## src/shared/usb_frame_defs.svh

```systemverilog
`ifndef USB_FRAME_DEFS_SVH
`define USB_FRAME_DEFS_SVH

// Register byte offsets on the Avalon slave.
`define OFS_IRQ_STATUS 8'h44
`define OFS_FRAME_NUMBER 8'h48
`define OFS_DEV_ADDR 8'h4C

// Field positions of the event status word.
`define IRQ_SOF_BIT 9
`define IRQ_MISS_BIT 8
`define IRQ_L1_BIT 7
`define IRQ_DIR_BIT 4

// Field positions of the frame number word and the address word.
`define FNR_DP_BIT 15
`define FNR_DM_BIT 14
`define FNR_LOCK_BIT 13
`define DADDR_EF_BIT 7

// Reset value of the address word.
`define DADDR_RESET 32'h0000_0000

// Timing: clock rate and the two bus-idle intervals.
`define CLK_FREQ_HZ 25000000
`define SOF_PERIOD_US 1000
`define IDLE_SUSPEND_US 3000
`define SOF_WAIT_CYC ((`CLK_FREQ_HZ / 1000000) * `SOF_PERIOD_US)
`define IDLE_WAIT_CYC ((`CLK_FREQ_HZ / 1000000) * `IDLE_SUSPEND_US)

// Event counts and the number of endpoints.
`define MISS_LIMIT 3
`define LOCK_SOF_COUNT 2
`define NUM_EP 8

`endif

```

## src/shared/usb_frame_pkg.sv

```systemverilog
`default_nettype none
package usb_frame_pkg;

	// State of the frame, status and address block.
	typedef struct packed {
		logic ack;
		logic [31:0] rdata;
		logic sof_flag;
		logic miss_flag;
		logic l1_flag;
		logic [10:0] frame_num;
		logic lock;
		logic arm;
		logic [1:0] lock_cnt;
		logic [1:0] lost_cnt;
		logic [1:0] miss_run;
		logic [16:0] sof_tmr;
		logic [16:0] idle_tmr;
		logic func_en;
		logic [6:0] dev_addr;
		logic dp_s1;
		logic dp_s2;
		logic dm_s1;
		logic dm_s2;
		logic suspend_evt;
		logic tok_accept;
		logic [2:0] tok_index;
	} frame_state_t;

	// State of the endpoint picker.
	typedef struct packed {
		logic found;
		logic [3:0] source_endpoint_number;
		logic dir;
	} pick_state_t;

	// Index of the lowest set bit; zero when none is set.
	function automatic logic [2:0] lowest_set(input logic [7:0] m);
		logic [2:0] r;
		r = 3'h0;
		for (int i = 7; i >= 0; i--) begin
			if (m[i]) begin
				r = 3'(i);
			end
		end
		return r;
	endfunction : lowest_set

endpackage : usb_frame_pkg
`default_nettype wire

```

## src/shared/ep_pick_if.sv

```systemverilog
`timescale 1ns/1ps
`default_nettype none
interface ep_pick_if;
	logic [7:0] tx_valid;
	logic [7:0] rx_valid;
	logic [7:0] prio;
	logic found;
	logic [3:0] source_endpoint_number;
	logic dir;

	modport source (output tx_valid, output rx_valid, output prio,
		input found, input source_endpoint_number, input dir);
	modport picker (input tx_valid, input rx_valid, input prio,
		output found, output source_endpoint_number, output dir);
endinterface : ep_pick_if
`default_nettype wire

```

## src/logic/endpoint_pick.sv

```systemverilog
`timescale 1ns/1ps
`default_nettype none
module endpoint_pick (
	input wire logic clock_i, // System clock.
	input wire logic srst_i, // Synchronous reset, high.
	ep_pick_if.picker pick // Endpoint flags in, source out.
);
	import usb_frame_pkg::*;

	pick_state_t q;
	pick_state_t d;
	logic [7:0] pend;
	logic [7:0] hi;
	logic [2:0] sel;

	// Preferred endpoints win over the rest, lowest index within a group.
	always_comb begin
		d = q;
		pend = pick.tx_valid | pick.rx_valid;
		hi = pend & pick.prio;
		if (|hi) begin
			sel = lowest_set(hi);
		end else begin
			sel = lowest_set(pend);
		end
		d.found = |pend;
		d.source_endpoint_number = {1'b0, sel};
		d.dir = pick.rx_valid[sel];
	end

	always_ff @(posedge clock_i) begin
		if (srst_i) begin
			q <= '0;
		end else begin
			q <= d;
		end
	end

	assign pick.found = q.found;
	assign pick.source_endpoint_number = q.source_endpoint_number;
	assign pick.dir = q.dir;

	// Direction follows the receive flag of the reported endpoint.
	a_dir_follows_rx: assert property (@(posedge clock_i) disable iff (srst_i)
		pick.found |-> pick.dir ==
		(|($past(pick.rx_valid) & (8'h01 << pick.source_endpoint_number[2:0]))))
		else $error("direction bit does not match receive flag");

	// A preferred endpoint pending means a preferred one is reported.
	a_group_first: assert property (@(posedge clock_i) disable iff (srst_i)
		|($past(pick.prio) & ($past(pick.tx_valid) | $past(pick.rx_valid)))
		|-> (|($past(pick.prio) & (8'h01 << pick.source_endpoint_number[2:0]))))
		else $error("preferred endpoint group was skipped");

	// No pending endpoint of the reported group sits below it.
	a_lowest_wins: assert property (@(posedge clock_i) disable iff (srst_i)
		pick.found |-> ((($past(pick.tx_valid) | $past(pick.rx_valid)) &
		~($past(pick.prio) ^ {8{|($past(pick.prio) &
		(8'h01 << pick.source_endpoint_number[2:0]))}}) &
		((8'h01 << pick.source_endpoint_number[2:0]) - 8'h01)) == 8'h00))
		else $error("a lower pending endpoint was passed over");

endmodule : endpoint_pick
`default_nettype wire

```

## src/logic/usb_frame_status_and_address.sv

```systemverilog
// Notes on behaviour
// - Received SOF sets the start-of-frame flag.
// - Missing expected SOF sets the missed-frame flag.
// - Three misses without traffic raise suspend event.
// - Misses are flagged even before frame lock.
// - Acknowledged L1 request sets the sleep flag; here only in device mode.
// - Writing zero clears flags; one leaves them.
// - Transmit-valid only reports direction zero.
// - Receive-valid pending reports direction one.
// - Report interrupting endpoint number in four bits.
// - Isochronous and double-buffered endpoints are preferred.
// - Within a group the lowest index wins.
// - Capture frame number on each SOF event.
// - Show plus and minus line levels.
// - Lock after two SOFs; drop on reset/suspend.
// - Count lost SOFs; clear on received SOF.
// - Function disabled means no transaction is handled.
// - Token address and endpoint must both match.
// - Host mode sends address field in LPM.
// - Three milliseconds without traffic raise suspend event.
`timescale 1ns/1ps
`default_nettype none
`include "usb_frame_defs.svh"
module usb_frame_status_and_address #(
	parameter logic [16:0] SOF_WAIT_CYCLES = 17'(`SOF_WAIT_CYC),
	parameter logic [16:0] IDLE_WAIT_CYCLES = 17'(`IDLE_WAIT_CYC)
) (
	input wire logic clock_i, // System clock, 25 MHz.
	input wire logic srst_i, // Synchronous reset, high.
	input wire logic [7:0] avs_address_i, // Avalon byte address.
	input wire logic avs_read_i, // Avalon read request.
	input wire logic avs_write_i, // Avalon write request.
	input wire logic [31:0] avs_writedata_i, // Avalon write data.
	input wire logic [3:0] avs_byteenable_i, // Avalon byte lanes.
	output logic [31:0] avs_readdata_o, // Avalon read data.
	output logic avs_waitrequest_o, // Avalon stall.
	input wire logic host_mode_i, // High in host mode.
	input wire logic sof_rx_i, // Pulse: good SOF received.
	input wire logic [10:0] sof_frame_i, // Frame number of that SOF.
	input wire logic bus_activity_i, // Pulse: other bus traffic.
	input wire logic usb_reset_i, // Pulse: end of USB reset.
	input wire logic resume_end_i, // Pulse: end of resume.
	input wire logic suspend_active_i, // Level: suspend mode on.
	input wire logic lpm_l1_ack_i, // Pulse: L1 request acked.
	input wire logic dp_i, // Plus data line pin.
	input wire logic dm_i, // Minus data line pin.
	input wire logic token_valid_i, // Pulse: token decoded.
	input wire logic [6:0] token_addr_i, // Token function address.
	input wire logic [3:0] token_ep_i, // Token endpoint number.
	input wire logic [7:0] ep_enable_i, // Endpoint in use.
	input wire logic [31:0] ep_addr_i, // Endpoint address fields.
	input wire logic [7:0] ep_prio_i, // Iso or double-buffered bulk.
	input wire logic [7:0] ep_tx_valid_i, // Transmit-valid flags.
	input wire logic [7:0] ep_rx_valid_i, // Receive-valid flags.
	output logic token_accept_o, // Pulse: token is for us.
	output logic [2:0] token_ep_index_o, // Register index of match.
	output logic [6:0] lpm_target_addr_o, // Address for LPM in host.
	output logic suspend_req_o // Pulse: suspend requested.
);
	import usb_frame_pkg::*;

	frame_state_t q;
	frame_state_t d;
	logic req;
	logic wr_now;
	logic wr_irq;
	logic wr_addr;
	logic miss_evt;
	logic idle_evt;
	logic tmr_run;
	logic [7:0] ep_hit;
	logic [31:0] irq_word;
	logic [31:0] fnr_word;
	logic [31:0] daddr_word;

	ep_pick_if pick_bus ();

	// The picker looks only at the valid flags and the preference mask.
	assign pick_bus.tx_valid = ep_tx_valid_i;
	assign pick_bus.rx_valid = ep_rx_valid_i;
	assign pick_bus.prio = ep_prio_i;

	endpoint_pick u_pick (
		.clock_i(clock_i),
		.srst_i(srst_i),
		.pick(pick_bus)
	);

	// Endpoint address compare, one comparator per endpoint register.
	for (genvar i = 0; i < `NUM_EP; i++) begin : g_ep_hit
		assign ep_hit[i] = ep_enable_i[i] &&
			(ep_addr_i[i * 4 +: 4] == token_ep_i);
	end

	// Read images of the three words; unused bits read as zero.
	always_comb begin
		irq_word = 32'h0000_0000;
		irq_word[`IRQ_SOF_BIT] = q.sof_flag;
		irq_word[`IRQ_MISS_BIT] = q.miss_flag;
		irq_word[`IRQ_L1_BIT] = q.l1_flag;
		irq_word[`IRQ_DIR_BIT] = pick_bus.dir;
		irq_word[3:0] = pick_bus.source_endpoint_number;
		fnr_word = {16'h0000, q.dp_s2, q.dm_s2, q.lock, q.lost_cnt,
			q.frame_num};
		daddr_word = {24'h00_0000, q.func_en, q.dev_addr};
	end

	// The slave answers every request on its second cycle, so a write
	// lands and read data stand exactly at the edge without waitrequest.
	assign req = avs_read_i | avs_write_i;
	assign avs_waitrequest_o = req & ~q.ack;
	assign wr_now = avs_write_i & q.ack;
	assign wr_irq = wr_now && (avs_address_i == `OFS_IRQ_STATUS);
	assign wr_addr = wr_now && (avs_address_i == `OFS_DEV_ADDR);
	assign tmr_run = ~suspend_active_i & ~host_mode_i;

	// Next-state logic for everything the block remembers.
	always_comb begin
		d = q;
		miss_evt = 1'b0;
		idle_evt = 1'b0;
		d.suspend_evt = 1'b0;

		// Bus handshake and read data capture one cycle before the answer.
		d.ack = req & ~q.ack;
		if (avs_read_i && !q.ack) begin
			case (avs_address_i)
				`OFS_IRQ_STATUS: d.rdata = irq_word;
				`OFS_FRAME_NUMBER: d.rdata = fnr_word;
				`OFS_DEV_ADDR: d.rdata = daddr_word;
				default: d.rdata = 32'h0000_0000;
			endcase
		end

		// Software clears flags with zeros; ones leave them untouched.
		if (wr_irq && avs_byteenable_i[1]) begin
			if (!avs_writedata_i[`IRQ_SOF_BIT]) begin
				d.sof_flag = 1'b0;
			end
			if (!avs_writedata_i[`IRQ_MISS_BIT]) begin
				d.miss_flag = 1'b0;
			end
		end
		if (wr_irq && avs_byteenable_i[0]) begin
			if (!avs_writedata_i[`IRQ_L1_BIT]) begin
				d.l1_flag = 1'b0;
			end
		end

		// Address and enable are plain storage in the low byte.
		if (wr_addr && avs_byteenable_i[0]) begin
			d.func_en = avs_writedata_i[`DADDR_EF_BIT];
			d.dev_addr = avs_writedata_i[6:0];
		end

		// Line levels come from pins, so they pass two flops first.
		d.dp_s1 = dp_i;
		d.dp_s2 = q.dp_s1;
		d.dm_s1 = dm_i;
		d.dm_s2 = q.dm_s1;

		// Interval timer: every SOF restarts it, so SOFs arriving on time
		// never let it reach the end of the interval.
		if (sof_rx_i) begin
			d.sof_tmr = 17'h0_0000;
		end else if (tmr_run) begin
			if (q.sof_tmr == SOF_WAIT_CYCLES - 17'h0_0001) begin
				miss_evt = 1'b1;
				d.sof_tmr = 17'h0_0000;
			end else begin
				d.sof_tmr = q.sof_tmr + 17'h0_0001;
			end
		end

		// Idle timer sees any traffic, SOFs included.
		if (sof_rx_i || bus_activity_i) begin
			d.idle_tmr = 17'h0_0000;
		end else if (tmr_run) begin
			if (q.idle_tmr == IDLE_WAIT_CYCLES - 17'h0_0001) begin
				idle_evt = 1'b1;
				d.idle_tmr = 17'h0_0000;
			end else begin
				d.idle_tmr = q.idle_tmr + 17'h0_0001;
			end
		end

		// A miss bumps the lost count and the run of misses; the flag is
		// set regardless of lock, and set beats a clear in this cycle.
		if (miss_evt) begin
			d.miss_flag = 1'b1;
			d.lost_cnt = q.lost_cnt + 2'h1;
			if (q.miss_run == 2'(`MISS_LIMIT - 1)) begin
				d.suspend_evt = 1'b1;
				d.miss_run = 2'h0;
			end else begin
				d.miss_run = q.miss_run + 2'h1;
			end
			if (q.arm) begin
				d.lock_cnt = 2'h0;
			end
		end
		if (bus_activity_i && !miss_evt) begin
			d.miss_run = 2'h0;
		end
		if (idle_evt) begin
			d.suspend_evt = 1'b1;
		end

		// A received SOF raises its flag and captures the frame number.
		if (sof_rx_i) begin
			d.sof_flag = 1'b1;
			d.frame_num = sof_frame_i;
			d.lost_cnt = 2'h0;
			d.miss_run = 2'h0;
			if (q.arm) begin
				if (q.lock_cnt == 2'(`LOCK_SOF_COUNT - 1)) begin
					d.lock = 1'b1;
					d.arm = 1'b0;
				end else begin
					d.lock_cnt = q.lock_cnt + 2'h1;
				end
			end
		end

		// Lock is dropped by reset or suspend and rearmed by reset or
		// resume; a resume while still locked keeps the lock as it is.
		if (suspend_active_i) begin
			d.lock = 1'b0;
			d.arm = 1'b0;
		end
		if (resume_end_i && !q.lock) begin
			d.arm = 1'b1;
			d.lock_cnt = 2'h0;
		end
		if (usb_reset_i) begin
			d.lock = 1'b0;
			d.arm = 1'b1;
			d.lock_cnt = 2'h0;
			d.miss_run = 2'h0;
		end

		// The L1 flag is a device-mode event only.
		if (lpm_l1_ack_i && !host_mode_i) begin
			d.l1_flag = 1'b1;
		end

		// Token match needs the function enabled, our address and an
		// endpoint whose address field equals the token endpoint.
		d.tok_accept = token_valid_i && q.func_en && !host_mode_i &&
			(token_addr_i == q.dev_addr) && (|ep_hit);
		d.tok_index = lowest_set(ep_hit);
	end

	always_ff @(posedge clock_i) begin
		if (srst_i) begin
			q <= '0;
		end else begin
			q <= d;
		end
	end

	// Outputs other than waitrequest all come straight from state.
	assign avs_readdata_o = q.rdata;
	assign token_accept_o = q.tok_accept;
	assign token_ep_index_o = q.tok_index;
	assign lpm_target_addr_o = q.dev_addr;
	assign suspend_req_o = q.suspend_evt;

	// An SOF always leaves its flag set, even against a clearing write.
	a_sof_sets_flag: assert property (@(posedge clock_i) disable iff (srst_i)
		sof_rx_i |=> q.sof_flag)
		else $error("SOF did not set its flag");

	// The frame field holds the number carried by the last SOF.
	a_frame_capture: assert property (@(posedge clock_i) disable iff (srst_i)
		sof_rx_i |=> q.frame_num == $past(sof_frame_i) && q.lost_cnt == 2'h0)
		else $error("frame number or lost count wrong after SOF");

	// A miss fires only at the end of a full interval since the last SOF or miss.
	a_miss_interval: assert property (@(posedge clock_i) disable iff (srst_i)
		miss_evt |-> q.sof_tmr == SOF_WAIT_CYCLES - 17'h0_0001 && !sof_rx_i
		##1 q.miss_flag)
		else $error("missed-frame event at wrong time");

	// Each miss advances the lost SOF count by one.
	a_lost_count: assert property (@(posedge clock_i) disable iff (srst_i)
		miss_evt |=> q.lost_cnt == $past(q.lost_cnt) + 2'h1)
		else $error("lost count did not advance");

	// The third miss in a row without traffic asks for suspend.
	a_third_miss: assert property (@(posedge clock_i) disable iff (srst_i)
		miss_evt && q.miss_run == 2'h2 && !usb_reset_i |=> suspend_req_o)
		else $error("no suspend after third missed frame");

	// Writing one leaves a set flag alone.
	a_write_one_keeps: assert property (@(posedge clock_i)
		disable iff (srst_i)
		wr_irq && avs_writedata_i[`IRQ_MISS_BIT] && q.miss_flag
		|=> q.miss_flag)
		else $error("writing one cleared a flag");

	// A clearing write with no new event drops the flag.
	a_write_zero_clears: assert property (@(posedge clock_i)
		disable iff (srst_i)
		wr_irq && avs_byteenable_i[0] && !avs_writedata_i[`IRQ_L1_BIT] &&
		!lpm_l1_ack_i |=> !q.l1_flag)
		else $error("writing zero left the L1 flag set");

	// An acknowledged L1 request in device mode sets the flag.
	a_l1_sets_flag: assert property (@(posedge clock_i) disable iff (srst_i)
		lpm_l1_ack_i && !host_mode_i |=> q.l1_flag)
		else $error("L1 request flag not set");

	// With the function disabled no token is ever accepted.
	a_func_gate: assert property (@(posedge clock_i) disable iff (srst_i)
		!q.func_en |=> !token_accept_o)
		else $error("token accepted while function disabled");

	// After a USB reset, lock needs two further SOFs.
	a_lock_after_two: assert property (@(posedge clock_i) disable iff (srst_i)
		usb_reset_i |=> !q.lock ##1 (!q.lock || $past(sof_rx_i)))
		else $error("lock state wrong after USB reset");

endmodule : usb_frame_status_and_address
`default_nettype wire

```

## config.mk

```make
export PLATFORM = sky130hd
export DESIGN_NAME = usb_frame_status_and_address
export DESIGN_NICKNAME = d
export VERILOG_FILES = /design/src/shared/usb_frame_pkg.sv /design/src/shared/ep_pick_if.sv /design/src/logic/endpoint_pick.sv /design/src/logic/usb_frame_status_and_address.sv
export VERILOG_INCLUDE_DIRS = /design/src /design/src/shared
export SDC_FILE = /design/constraint.sdc
export NUM_CORES = 1
export LEC_CHECK = 0
export BUFFER_PORTS_ARGS = -buffer_cell sky130_fd_sc_hd__buf_2
export CAP_MARGIN = 20
export CORE_UTILIZATION = 30
export CTS_BUF_LIST = sky130_fd_sc_hd__clkbuf_8
export DETAILED_ROUTE_END_ITERATION = 12
export HOLD_SLACK_MARGIN = 0.1
export PLACE_DENSITY_LB_ADDON = 0.3
export RECOVER_POWER = 25
export SYNTH_ARGS = -nofsm -noshare
export SYNTH_HDL_FRONTEND = slang
export SYNTH_SLANG_ARGS = --single-unit
```

## constraint.sdc

```tcl
create_clock -name clock_i -period 2 [get_ports clock_i]
set_clock_uncertainty 0.05 [all_clocks]
set_input_delay 0.1 -clock clock_i [delete_from_list [all_inputs] [get_ports clock_i]]
set_output_delay 0.1 -clock clock_i [all_outputs]
set_load 0.02 [all_outputs]
```

# Word-level counts from Yosys, hierarchy flattened
# Cells that the tools add are included.
dict set report totals {
  register_bits 111
  word_cells 162
}
dict set report classes {
  addsub 5
  n_lt_le_gt_ge 1
  eq_ne 19
  n_mux 57
  bitwise 9
  n_reduce_logical 44
}
# op n
set op_table {}
lappend op_table {{3-bit 2-to-1 mux} 24}
lappend op_table {{16-bit one-hot mux with 3 select lines} 1}
lappend op_table {{17-bit by 1-bit adder with 17-bit output, second input constant} 2}
lappend op_table {{17-bit 2-to-1 mux} 2}
lappend op_table {{4-bit == test} 8}
lappend op_table {{8-bit by 7-bit == test with 1-bit output, second input constant} 3}
lappend op_table {{1-bit logical AND} 21}
lappend op_table {{1-bit 2-to-1 mux} 20}
lappend op_table {{17-bit by 15-bit == test with 1-bit output, second input constant} 1}
lappend op_table {{17-bit == test, second input constant} 1}
lappend op_table {{8-bit OR reduction} 2}
lappend op_table {{2-bit 2-to-1 mux} 7}
lappend op_table {{3-bit OR reduction} 3}
lappend op_table {{8-bit AND} 1}
lappend op_table {{8-bit bitwise OR} 1}
lappend op_table {{7-bit == test} 1}
lappend op_table {{7-bit 2-to-1 mux} 1}
lappend op_table {{2-bit by 1-bit adder with 2-bit output, second input constant} 3}
lappend op_table {{6-bit 2-to-1 mux} 1}
lappend op_table {{2-bit by 1-bit != test with 1-bit output, second input constant} 3}
lappend op_table {{2-bit AND reduction} 3}
lappend op_table {{2-bit nonzero test} 3}
lappend op_table {{2-bit OR reduction} 3}
lappend op_table {{5-bit OR reduction} 1}
lappend op_table {{12 further kinds} 19}

# Logic depth before layout (Yosys ltp)
# Gate-level depths: netlist (run 1).
dict set report logic_depth {
  depth_word 13
  depth_mapped 8
}

# Modules after synthesis
# Synthesis (run 1) repeated with hierarchy kept, for this count alone.
dict set report unflattened {
  hier_cells 596
  area_unflattened_um2 5064.9
}
# module instances cells_each area_per_inst_um2
set modules_own_cells {}
lappend modules_own_cells {usb_frame_status_and_address 1 528 4553.1}
lappend modules_own_cells {endpoint_pick 1 68 511.7}

# Least setup slack after synthesis (run 1)
# Ideal clock, no wire load.
dict set report synth_path {
  kind {register -> register}
  startpoint {reg q[34] (netlist bit)}
  endpoint {reg q[34] (netlist bit)}
  setup_time_ns 0.128
  arrival_time_ns 1.512
  slack_ns 0.311
  path_stages_with_launch 7
  path_buffers 1
  period_less_slack_ns 1.689
  cell_sequence {dfxtp_1 -> ha_1 -> nand4_1 -> nand4b_1 -> nand3_1 -> clkbuf_1 -> nor2_1}
}
dict set report synth_via {
  elab_chain_len 2
  elab_cells_between_ends 3
  classes_between {add/sub: 1; eq/ne: 1; mux: 1}
}
# element line
set synth_lines {}
lappend synth_lines {{from (decl)} usb_frame_status_and_address.sv:62} ;# frame_state_t q;
lappend synth_lines {{from (signal assigned)} usb_frame_status_and_address.sv:256} ;# q <= '0;
lappend synth_lines {{from (signal assigned)} usb_frame_status_and_address.sv:258} ;# q <= d;
lappend synth_lines {{17-bit by 1-bit adder with 17-bit output / 17-bit by 15-bit == test with 1-bit output (equally long branches)} {usb_frame_status_and_address.sv:171, usb_frame_status_and_address.sv:167}}
lappend synth_lines {{17-bit 2-to-1 mux *} usb_frame_status_and_address.sv:167} ;# if (q.sof_tmr == SOF_WAIT_CYCLES - 17'h0_0001) begin
# Every way passes the cells marked *; elsewhere a longest branch is shown, timed or not.
# A chain may end at the register's enable or synchronous reset.

# Final worst setup path (run 1)
dict set report layout_path {
  startpoint {in host_mode_i}
  endpoint {reg q (netlist bit irq_word[7])}
}
dict set report layout_via {
  elab_chain_len 4
  elab_cells_between_ends 6
  classes_between {eq/ne: 1; mux: 1; reduce/logical: 4}
}
# element line
set layout_lines {}
lappend layout_lines {{from (decl)} usb_frame_status_and_address.sv:37} ;# input wire logic host_mode_i,
lappend layout_lines {{1-bit zero test *} usb_frame_status_and_address.sv:243} ;# if (lpm_l1_ack_i && !host_mode_i) begin
lappend layout_lines {{1-bit logical AND *} usb_frame_status_and_address.sv:243}
lappend layout_lines {{2-bit by 1-bit != test with 1-bit output (no source line) / 2-bit nonzero test (equally long branches)} n/a}
lappend layout_lines {{2-bit AND reduction (no source line)} n/a}
# Marked as above.

==> results.sh, run 1 <==
export IMPL_status="completed"
export IMPL_final_hold_worst_slack_ns=0.130
export IMPL_grt_pass1_wl_um=19600
export IMPL_synth_cells=591
export IMPL_combPwrFrac=0.156
export IMPL_switchingPower_mw=0.918
export IMPL_drc_errors=0
export IMPL_layout_worst_path_cycle_share=0.947
export IMPL_floorplan_initialDensity=0.309
export IMPL_pwr_density_cell_nw_per_um2=565
export IMPL_setup_violations_final=0
export IMPL_grt_overflow_total=0
export IMPL_floorplan_die_height_um=130
export IMPL_crit_chain="dlygate4sd3_1 > buf_2 > nand2b_1 > dlygate4sd3_1 > a21oi_1 > dlygate4sd3_1"
export IMPL_post_synth_top_count_cell="sky130_fd_sc_hd__nor2_1"
export IMPL_post_synth_cell_area_avg_um2=8.32
export IMPL_cell_row_count=46
export IMPL_number_of_antenna_violations_at_the_first_check_in_global_routing=3
export IMPL_most_instantiated_cells_after_synthesis="sky130_fd_sc_hd__nor2_1, sky130_fd_sc_hd__dfxtp_1, sky130_fd_sc_hd__xor2_1, sky130_fd_sc_hd__buf_4, sky130_fd_sc_hd__nand2_1"
export IMPL_worstMarginPinSlew_ns=0.585
export IMPL_width_of_the_die_um=130
export IMPL_cp_slowest_cell="sky130_fd_sc_hd__dlygate4sd3_1"
export IMPL_maximum_number_of_pins_on_one_net_before_global_route_repair=34
export IMPL_die_area_um2=16900
export IMPL_grt_util_met3=0.0340
export IMPL_worst_ir_drop_vdd_mv=0.262
export IMPL_drt_iter0_drc=180
export IMPL_ant_nets=0
export IMPL_tritoncts="built"
export IMPL_routability_cong=0.770
export IMPL_synthesis_warning_total=0
export IMPL_dpl_instance_area_um2=5680
export IMPL_max_stage_delay_ns=0.55
export IMPL_clk_latency_ns=0.36
export IMPL_grt_busiest_layer="met2"
export IMPL_final_net_count=902
export IMPL_layout_drive_gt1_share=0.202
export IMPL_power_share_clock=0.296
export IMPL_synth_area_leader_cell="sky130_fd_sc_hd__dfxtp_1"
export IMPL_crit_path_start_kind="primary input"
export IMPL_design_portCount=189
export IMPL_timing_critical_path_arrival_ns=2.15
export IMPL_cts_made_buffers=9
export IMPL_relSlewSlack=0.608
export IMPL_ys_types=51
export IMPL_max_cap_violations=0
export IMPL_cts_htree_levels=3
export IMPL_grt_setup_unrepaired="false"
export IMPL_switching_share=0.262
export IMPL_edff_count_synth=0
export IMPL_drt_pre_antenna_iters=5
export IMPL_layout_overhead_on_the_synthesized_area_pct=26.2
export IMPL_period_needed_ns=1.89
export IMPL_critical_path_class="in -> reg"
export IMPL_worst_path_buf_inv=4
export IMPL_vias_per_cell=4.47
export IMPL_finalNonFillerCells=978
export IMPL_crit_path_frequent_cell="sky130_fd_sc_hd__dlygate4sd3_1"
export IMPL_cp_end_kind="flop"
export IMPL_internal_power_mw=2.59
export IMPL_synth_async_sr_flop_share=0
export IMPL_report_final_slew_viol_count=0
export IMPL_core_um2=15900
export IMPL_synth_flop_cell="sky130_fd_sc_hd__dfxtp_1"
export IMPL_grt_use_met2=0.217
export IMPL_route_vias_total=4376
export IMPL_yosysSeqAreaShare=0.383
export IMPL_grt_pass1_vias=3950
export IMPL_worst_path_max_fanout=5
export IMPL_power_static_leakage_nw=2.63
export IMPL_placement_io_buffers=148
export IMPL_cts_clock_pin_slew_for_the_worst_setup_and_hold_paths_ns=0.08
export IMPL_critPathRequiredTime_ns=2.26
export IMPL_number_of_hold_slack_violations_in_the_final_timing_report=0
export IMPL_tritoncts_num_sinks=94
export IMPL_synth_top_cell_area_share=0.383
export IMPL_wl_per_cell_um=12.8
export IMPL_grt_use_met1=0.208
export IMPL_ctsLongestPathBuffers=2
export IMPL_hold_class="in -> reg"
export IMPL_timing_critical_path_max_delay_family="buffers and inverters"
export IMPL_number_of_placed_cells_counting_well_taps=920
export IMPL_yosys_top_cells_area="sky130_fd_sc_hd__dfxtp_1, sky130_fd_sc_hd__xor2_1, sky130_fd_sc_hd__nor2_1"
export IMPL_cts_root_buf="sky130_fd_sc_hd__clkbuf_8"
export IMPL_wirelength_um=12500
export IMPL_post_route_cell_area_um2=6200
export IMPL_groute_usage_overall=0.149
export IMPL_seq_power_share=0.548
export IMPL_synth_seq_cells=94
export IMPL_mappedNetlistArea_um2=4920
export IMPL_final_setup_tns_ns=0
export IMPL_maximum_clock_rate_mhz=528
export IMPL_post_dp_hpwl_um=9560
[registers in the layout (all words and copies together) (netlist names), 2 cells and up]
signal	flops
avs_readdata_o	16
d	2
fnr_word	16
irq_word	3
lpm_target_addr_o	7
q	40
token_ep_index_o	3
u_pick.pick.source_endpoint_number	3
[layer usage]
layer	vias to the layer above	wire [µm]
met2	99	5500
li1	2298	-
met5	-	0
met3	12	674
met1	1967	6090
met4	0	244
[final cells by class]
type	instances	area [µm²]
Fill cell	1696	9740
Multi-Input combinational cell	437	2640
Sequential cell	94	1880
Timing Repair Buffer	202	1210
Tap cell	216	270
Clock buffer	9	124
Inverter	12	45.0
Clock inverter	5	23.8
Antenna cell	3	7.51
[cells by family after synthesis]
family | after synthesis | synth area share
compound gates | 73 | 0.0964
buf+inv | 75 | 0.0916
fa+ha+maj | 2 | 0.00509
other cells | 1 | 0.000762
flops | 94 | 0.383
simple gates | 247 | 0.240
mux | 30 | 0.0611
xor+xnor | 69 | 0.123
[layout by cell type, fill, tap and decap left out, drive strengths merged, types with 3 or more instances in the layout]
master | Yosys | layout
o211ai | 3 | 3
nand2b | 4 | 4
a22oi | 13 | 13
inv | 12 | 16
nor4 | 16 | 16
dlygate4sd3 | 0 | 40
nor2 | 102 | 102
mux2i | 30 | 30
and3 | 9 | 9
a21oi | 21 | 21
nand2 | 41 | 41
nand4 | 14 | 14
dfxtp | 94 | 94
conb | 1 | 16
nor4b | 3 | 3
clkbuf | 10 | 36
buf | 53 | 135
or3 | 4 | 4
nor2b | 9 | 9
nand3 | 17 | 17
nor3 | 18 | 18
o21ai | 22 | 22
diode | 0 | 3
xnor2 | 17 | 17
xor2 | 52 | 52
[worst register-to-register path, stage by stage, from the launching register on]
cell	delay [ns]
sky130_fd_sc_hd__dfxtp_1	0.38
sky130_fd_sc_hd__ha_1	0.23
sky130_fd_sc_hd__nand4_1	0.13
sky130_fd_sc_hd__nand4b_1	0.19
sky130_fd_sc_hd__buf_4	0.17
sky130_fd_sc_hd__nor2_1	0.15
sky130_fd_sc_hd__nand2_1	0.09
sky130_fd_sc_hd__xor2_1	0.12
sky130_fd_sc_hd__nor2_1	0.05
[per-stage QoR]
step	util	power, mW	worst slack (ns)
floorplan	-	2.27	0.311
global placement	0.356	2.45	0.101
detailed placement	0.356	2.45	0.0645
finish	0.389	3.51	0.106
global route	0.389	3.70	0.0123
CTS	0.391	3.57	0.0656
[power by group through the flow]
stage          Sequential, mW  Clock (mW)  Combinational (mW)
3_5_place_dp             1.97           0               0.488
4_1_cts                  1.92        1.10               0.552
6_report                 1.92        1.04               0.547
2_1_floorplan            1.96           0               0.314
5_1_grt                  1.93        1.17               0.603
3_3_place_gp             1.97           0               0.486
[final timing paths]
kind | start | to | slack, ns | depth (start not counted)
hold / removal | ep_enable_i[0] | token_accept_o$_SDFF_PP0_ | 0.13 | 5
setup reg to reg | q[34]$_SDFFE_PP0P_ | fnr_word[12]$_SDFFE_PP0P_ | 0.34 | 8
setup / recovery | host_mode_i | irq_word[7]$_SDFFE_PP0P_ | 0.11 | 6
hold reg to reg | d[5]$_SDFF_PP0_ | fnr_word[14]$_SDFF_PP0_ | 0.39 | 1
[what timing repair did]
action | 4_1_cts | 5_1_grt
gates resized for setup | 0 | 2
hold buffers | 40 | 0
hold endpoints to repair | 37 | 0
setup endpoints to repair | 0 | 38
buffers inserted | 0 | 1
Power figures use the tool's default switching activity.
==> inputs of run 2 (changes only) <==
Settings changed: CORE_ASPECT_RATIO from default to 0.6, MAX_ROUTING_LAYER from default to met4, SYNTH_HIERARCHICAL from default to 1.
==> run 2 against run 1 <==
  * Synthesized cell count grew 0.34%
  * Wire length grew 4.3%
  * First-iteration DRC count grew 19%
  * Clock power grew 35%
  * Final area is 4.1% higher
  * Cell count increased by 1.8%
  * Critical path type unchanged
==> results.sh, run 2 <==
export IMPL_synth_cells=593
export IMPL_die_area_um2=17300
export IMPL_layout_overhead_on_the_synthesized_area_pct=28.3
export IMPL_tritoncts_num_sinks=94
export IMPL_post_dp_hpwl_um=10000
export IMPL_hold_class="in -> reg"
export IMPL_worst_ir_drop_vdd_mv=0.368
export IMPL_max_cap_violations=0
export IMPL_timing_critical_path_arrival_ns=2.21
export IMPL_ctsLongestPathBuffers=2
export IMPL_worst_path_max_fanout=5
export IMPL_cell_row_count=36
export IMPL_max_flop_register="q"
export IMPL_power_static_leakage_nw=2.64
export IMPL_floorplan_die_height_um=102
export IMPL_mappedNetlistArea_um2=5030
export IMPL_routability_cong=0.883
export IMPL_grt_pass1_wl_um=21000
export IMPL_placement_io_buffers=148
export IMPL_width_of_the_die_um=169
export IMPL_status="completed"
export IMPL_period_needed_ns=1.96
export IMPL_vias_per_cell=4.45
export IMPL_number_of_antenna_violations_at_the_first_check_in_global_routing=0
export IMPL_clk_latency_ns=0.36
export IMPL_relSlewSlack=0.538
export IMPL_grt_overflow_total=0
export IMPL_drt_pre_antenna_iters=4
export IMPL_wirelength_um=13100
export IMPL_final_net_count=910
export IMPL_critPathRequiredTime_ns=2.25
export IMPL_report_final_slew_viol_count=0
export IMPL_cp_end_kind="flop"
export IMPL_number_of_hold_slack_violations_in_the_final_timing_report=0
export IMPL_drt_iter0_drc=215
export IMPL_layout_cells_most_common="sky130_fd_sc_hd__buf_2"
export IMPL_post_synth_cell_area_avg_um2=8.49
export IMPL_crit_path_start_kind="primary input"
export IMPL_worstMarginPinSlew_ns=0.693
export IMPL_diodes=0
export IMPL_drc_errors=0
export IMPL_wl_per_cell_um=13.1
export IMPL_maximum_clock_rate_mhz=511
export IMPL_synthesis_warning_total=6
export IMPL_finalNonFillerCells=996
export IMPL_layout_worst_path_cycle_share=0.978
export IMPL_dpl_instance_area_um2=5850
export IMPL_cts_root_buf="sky130_fd_sc_hd__clkbuf_8"
export IMPL_cts_made_buffers=9
export IMPL_layout_drive_gt1_share=0.245
export IMPL_most_common_layout_cells="sky130_fd_sc_hd__buf_2, sky130_fd_sc_hd__dfxtp_1, sky130_fd_sc_hd__nor2_1"
export IMPL_tritoncts="built"
export IMPL_pwr_density_cell_nw_per_um2=603
export IMPL_groute_usage_overall=0.158
export IMPL_setup_violations_final=0
export IMPL_core_um2=16300
export IMPL_grt_pass1_vias=4113
export IMPL_post_route_cell_area_um2=6460
export IMPL_design_portCount=189
export IMPL_critical_path_class="in -> reg"
export IMPL_final_hold_worst_slack_ns=0.115
export IMPL_route_vias_total=4435
export IMPL_largest_register_ff_count=40
export IMPL_cts_htree_levels=3
export IMPL_cts_clock_pin_slew_for_the_worst_setup_and_hold_paths_ns=0.09
export IMPL_number_of_placed_cells_counting_well_taps=939
export IMPL_ant_nets=0
export IMPL_maximum_number_of_pins_on_one_net_before_global_route_repair=26
export IMPL_floorplan_initialDensity=0.309
run 2: worst paths after layout:
path / start / end / slack, ns / cells after the start
min reg2reg: d[5]$_SDFF_PP0_ / fnr_word[14]$_SDFF_PP0_ / 0.39 / 1
max: host_mode_i / irq_word[7]$_SDFFE_PP0P_ / 0.04 / 6
min: ep_rx_valid_i[3] / u_pick/pick.dir$_SDFF_PP0_ / 0.12 / 3
max reg2reg: q[44]$_SDFFE_PP0N_ / fnr_word[12]$_SDFFE_PP0P_ / 0.13 / 6
run 2: report_power, final:
group / total (mW) / internal [mW] / switching, mW
sequential: 1.92 / 1.90 / 0.0162
clock: 1.40 / 0.762 / 0.636
combinational: 0.574 / 0.275 / 0.300
total: 3.89 / 2.94 / 0.952
run 2: repair_timing:
action,CTS,global route
endpoints found under the setup margin,0,3
buffers inserted,0,1
endpoints found under the hold margin,36,0
hold buffers,41,0
resized for setup,0,2
run 2: per-stage QoR:
| step | TNS (ns) | setup slack, ns | utilization | power (mW) |
|---|---|---|---|---|
| finish | 0 | 0.0433 | 0.396 | 3.89 |
| floorplan | 0 | 0.326 | - | 2.29 |
| CTS | 0 | 0.0809 | 0.397 | 3.95 |
| global placement | 0 | 0.159 | 0.359 | 2.47 |
| global route | -0.0143 | -0.0143 | 0.396 | 4.10 |
| detailed placement | 0 | 0.147 | 0.359 | 2.47 |
run 2: final cells by class:
type / instances / area, µm²
flip-flops and latches: 94 / 1880
repair buffers: 210 / 1280
clock buffers: 11 / 151
clock inverters: 4 / 71.3
inverters: 12 / 45.0
well taps: 228 / 285
fillers: 1701 / 9840
multi-input cells: 437 / 2750
run 2: layer usage:
metal | GRT usage | wire [µm] | up-vias
li1 | - | - | 2309
met1 | 0.238 | 7220 | 2024
met2 | 0.209 | 5090 | 95
met3 | 0.0364 | 657 | 7
met4 | 0.0319 | 80 | 0
met5 | - | 0 | -
run 2: critical path, cell delays in order:
cell	delay [ns]
sky130_fd_sc_hd__dlygate4sd3_1	0.54
sky130_fd_sc_hd__buf_2	0.17
sky130_fd_sc_hd__nand2b_1	0.14
sky130_fd_sc_hd__dlygate4sd3_1	0.55
sky130_fd_sc_hd__a21oi_1	0.14
sky130_fd_sc_hd__dlygate4sd3_1	0.56
==> inputs of run 3 (changes only) <==
Settings changed: PLACE_DENSITY_LB_ADDON 0.3 to default.
==> run 3 against run 2 <==
  * Cell count is 0.50% higher
  * Wire length is 4.4% higher
  * Final area is 1.1% higher
  * Worst setup slack better by 0.072 ns
  * Sequential share of layout area is 0.31 points lower
  * Critical path depth is 3 higher
  * Count of clock-buffer cells in the layout is 2 lower
  * Register-to-register slack better by 0.07 ns
  * Largest power group unchanged
==> results.sh, run 3 (same netlist as run 2, synthesis figures left out) <==
export IMPL_status="completed"
export IMPL_die_area_um2=17300
export IMPL_drc_errors=0
export IMPL_cell_row_count=36
export IMPL_grt_util_met3=0.0457
export IMPL_critical_path_class="in -> reg"
export IMPL_report_power_total_mw=3.84
export IMPL_cts_root_buf="sky130_fd_sc_hd__clkbuf_8"
export IMPL_hold_class="in -> reg"
export IMPL_post_dp_hpwl_um=10500
export IMPL_routability_cong=0.848
export IMPL_crit_path_start_kind="primary input"
export IMPL_timing_critical_path_arrival_ns=2.08
export IMPL_layout_overhead_on_the_synthesized_area_pct=29.7
export IMPL_worst_r2r_setup_slack_ns=0.20
export IMPL_pwr_density_cell_nw_per_um2=588
export IMPL_grt_pass1_wl_um=21800
export IMPL_dpl_instance_area_um2=5850
export IMPL_groute_usage_overall=0.166
export IMPL_max_cap_violations=0
export IMPL_tritoncts_num_sinks=94
export IMPL_placement_io_buffers=148
export IMPL_grt_overflow_total=0
export IMPL_route_vias_total=4486
export IMPL_cp_end_kind="flop"
export IMPL_worst_ir_drop_vdd_mv=0.354
export IMPL_drt_iter0_drc=262
export IMPL_power_static_leakage_nw=2.69
export IMPL_relSlewSlack=0.472
export IMPL_crit_chain="buf_2 > o21ai_0 > nand2_1 > o221ai_1 > a21oi_1 > o22ai_2 > mux2i_1 > dlygate4sd3_1 > a211oi_2"
export IMPL_number_of_placed_cells_counting_well_taps=938
export IMPL_max_stage_delay_ns=0.58
export IMPL_clk_latency_ns=0.36
export IMPL_grt_use_met2=0.236
export IMPL_worst_path_max_fanout=3
export IMPL_tritoncts="built"
export IMPL_vias_per_cell=4.48
export IMPL_layout_worst_path_cycle_share=0.942
export IMPL_drt_pre_antenna_iters=4
export IMPL_critPathRequiredTime_ns=2.20
export IMPL_cts_htree_levels=3
export IMPL_cts_clock_pin_slew_for_the_worst_setup_and_hold_paths_ns=0.09
export IMPL_final_net_count=914
export IMPL_report_final_slew_viol_count=0
export IMPL_maximum_clock_rate_mhz=531
export IMPL_layout_drive_gt1_share=0.253
export IMPL_most_common_layout_cells="sky130_fd_sc_hd__buf_2, sky130_fd_sc_hd__dfxtp_1, sky130_fd_sc_hd__nor2_1"
export IMPL_maximum_number_of_pins_on_one_net_before_global_route_repair=40
export IMPL_number_of_hold_slack_violations_in_the_final_timing_report=0
export IMPL_setup_violations_final=0
export IMPL_floorplan_initialDensity=0.309
export IMPL_cts_made_buffers=9
export IMPL_grt_setup_unrepaired="true"
export IMPL_design_portCount=189
export IMPL_wl_per_cell_um=13.6
export IMPL_ctsLongestPathBuffers=2
export IMPL_grt_use_met1=0.232
export IMPL_width_of_the_die_um=169
export IMPL_finalNonFillerCells=1001
export IMPL_layout_cells_most_common="sky130_fd_sc_hd__buf_2"
export IMPL_wirelength_um=13600
export IMPL_core_um2=16300
export IMPL_period_needed_ns=1.88
export IMPL_post_route_cell_area_um2=6530
export IMPL_largest_register_ff_count=40
export IMPL_grt_pass1_vias=4250
export IMPL_floorplan_die_height_um=102
export IMPL_cp_slowest_cell="sky130_fd_sc_hd__dlygate4sd3_1"
export IMPL_ant_nets=0
export IMPL_max_flop_register="q"
export IMPL_worstMarginPinSlew_ns=0.792
export IMPL_number_of_antenna_violations_at_the_first_check_in_global_routing=1
export IMPL_worst_path_buf_inv=2
export IMPL_timing_critical_path_max_delay_family="compound AO/OA/AOI/OAI gates"
export IMPL_final_layout_fill_cell_count=1674
export IMPL_grt_busiest_layer="met2"
-- run 3: worst reg2reg max path: cells and delay by family (launching register included) --
kind	cells	cell delay [ns]
and+or+nand+nor	5	1.07
AOI/OAI and AO/OA	1	0.22
DFF	1	0.37
-- run 3: final cells by class --
type	count	area, µm²	share of cell area
Clock buffer	9	124	0.0190
Clock inverter	6	80.1	0.0123
Antenna cell	1	2.50	0.000383
Sequential cell	94	1880	0.288
Tap cell	228	285	0.0437
Timing Repair Buffer	214	1340	0.205
Multi-Input combinational cell	437	2770	0.425
Inverter	12	45.0	0.00690
-- run 3: metal layers --
metal  share of wire  vias to the layer above
met5               0                        -
met4          0.0097                        0
met1            0.53                     2053
met3           0.057                       13
met2            0.40                       94
li1                -                     2326
-- run 3: path summary, 6_finish.rpt --
path / cells past startpoint / to / startpoint
worst max-delay path: 9 / u_pick/pick.dir$_SDFF_PP0_ / ep_tx_valid_i[5]
worst min-delay path: 4 / token_ep_index_o[2]$_SDFF_PP0_ / ep_enable_i[3]
worst max register to register: 6 / q[52]$_SDFFE_PP0P_ / q[44]$_SDFFE_PP0N_
worst min register to register: 1 / fnr_word[15]$_SDFF_PP0_ / d[7]$_SDFF_PP0_
-- run 3: stage by stage --
step / utilization / hold WS (ns) / setup slack (ns) / setup TNS, ns
CTS: 0.399 / 0.100 / 0.00929 / 0
global placement: 0.359 / 0.280 / 0.152 / 0
finish: 0.401 / 0.122 / 0.115 / 0
floorplan: - / 0.122 / 0.326 / 0
global route: 0.401 / 0.109 / -0.000324 / -0.000324
detailed placement: 0.359 / 0.285 / 0.136 / 0
-- run 3: where the power goes --
group	switching [mW]	leakage, nW	internal (mW)
Clock	0.633	0.108	0.686
Sequential	0.0179	0.762	1.90
Combinational	0.311	1.82	0.289
-- run 3: timing repair --
item,CTS,global route
setup endpoints to repair,0,8
hold buffers,45,0
resized for setup,0,7
hold endpoints to repair,37,0
buffers inserted,0,2
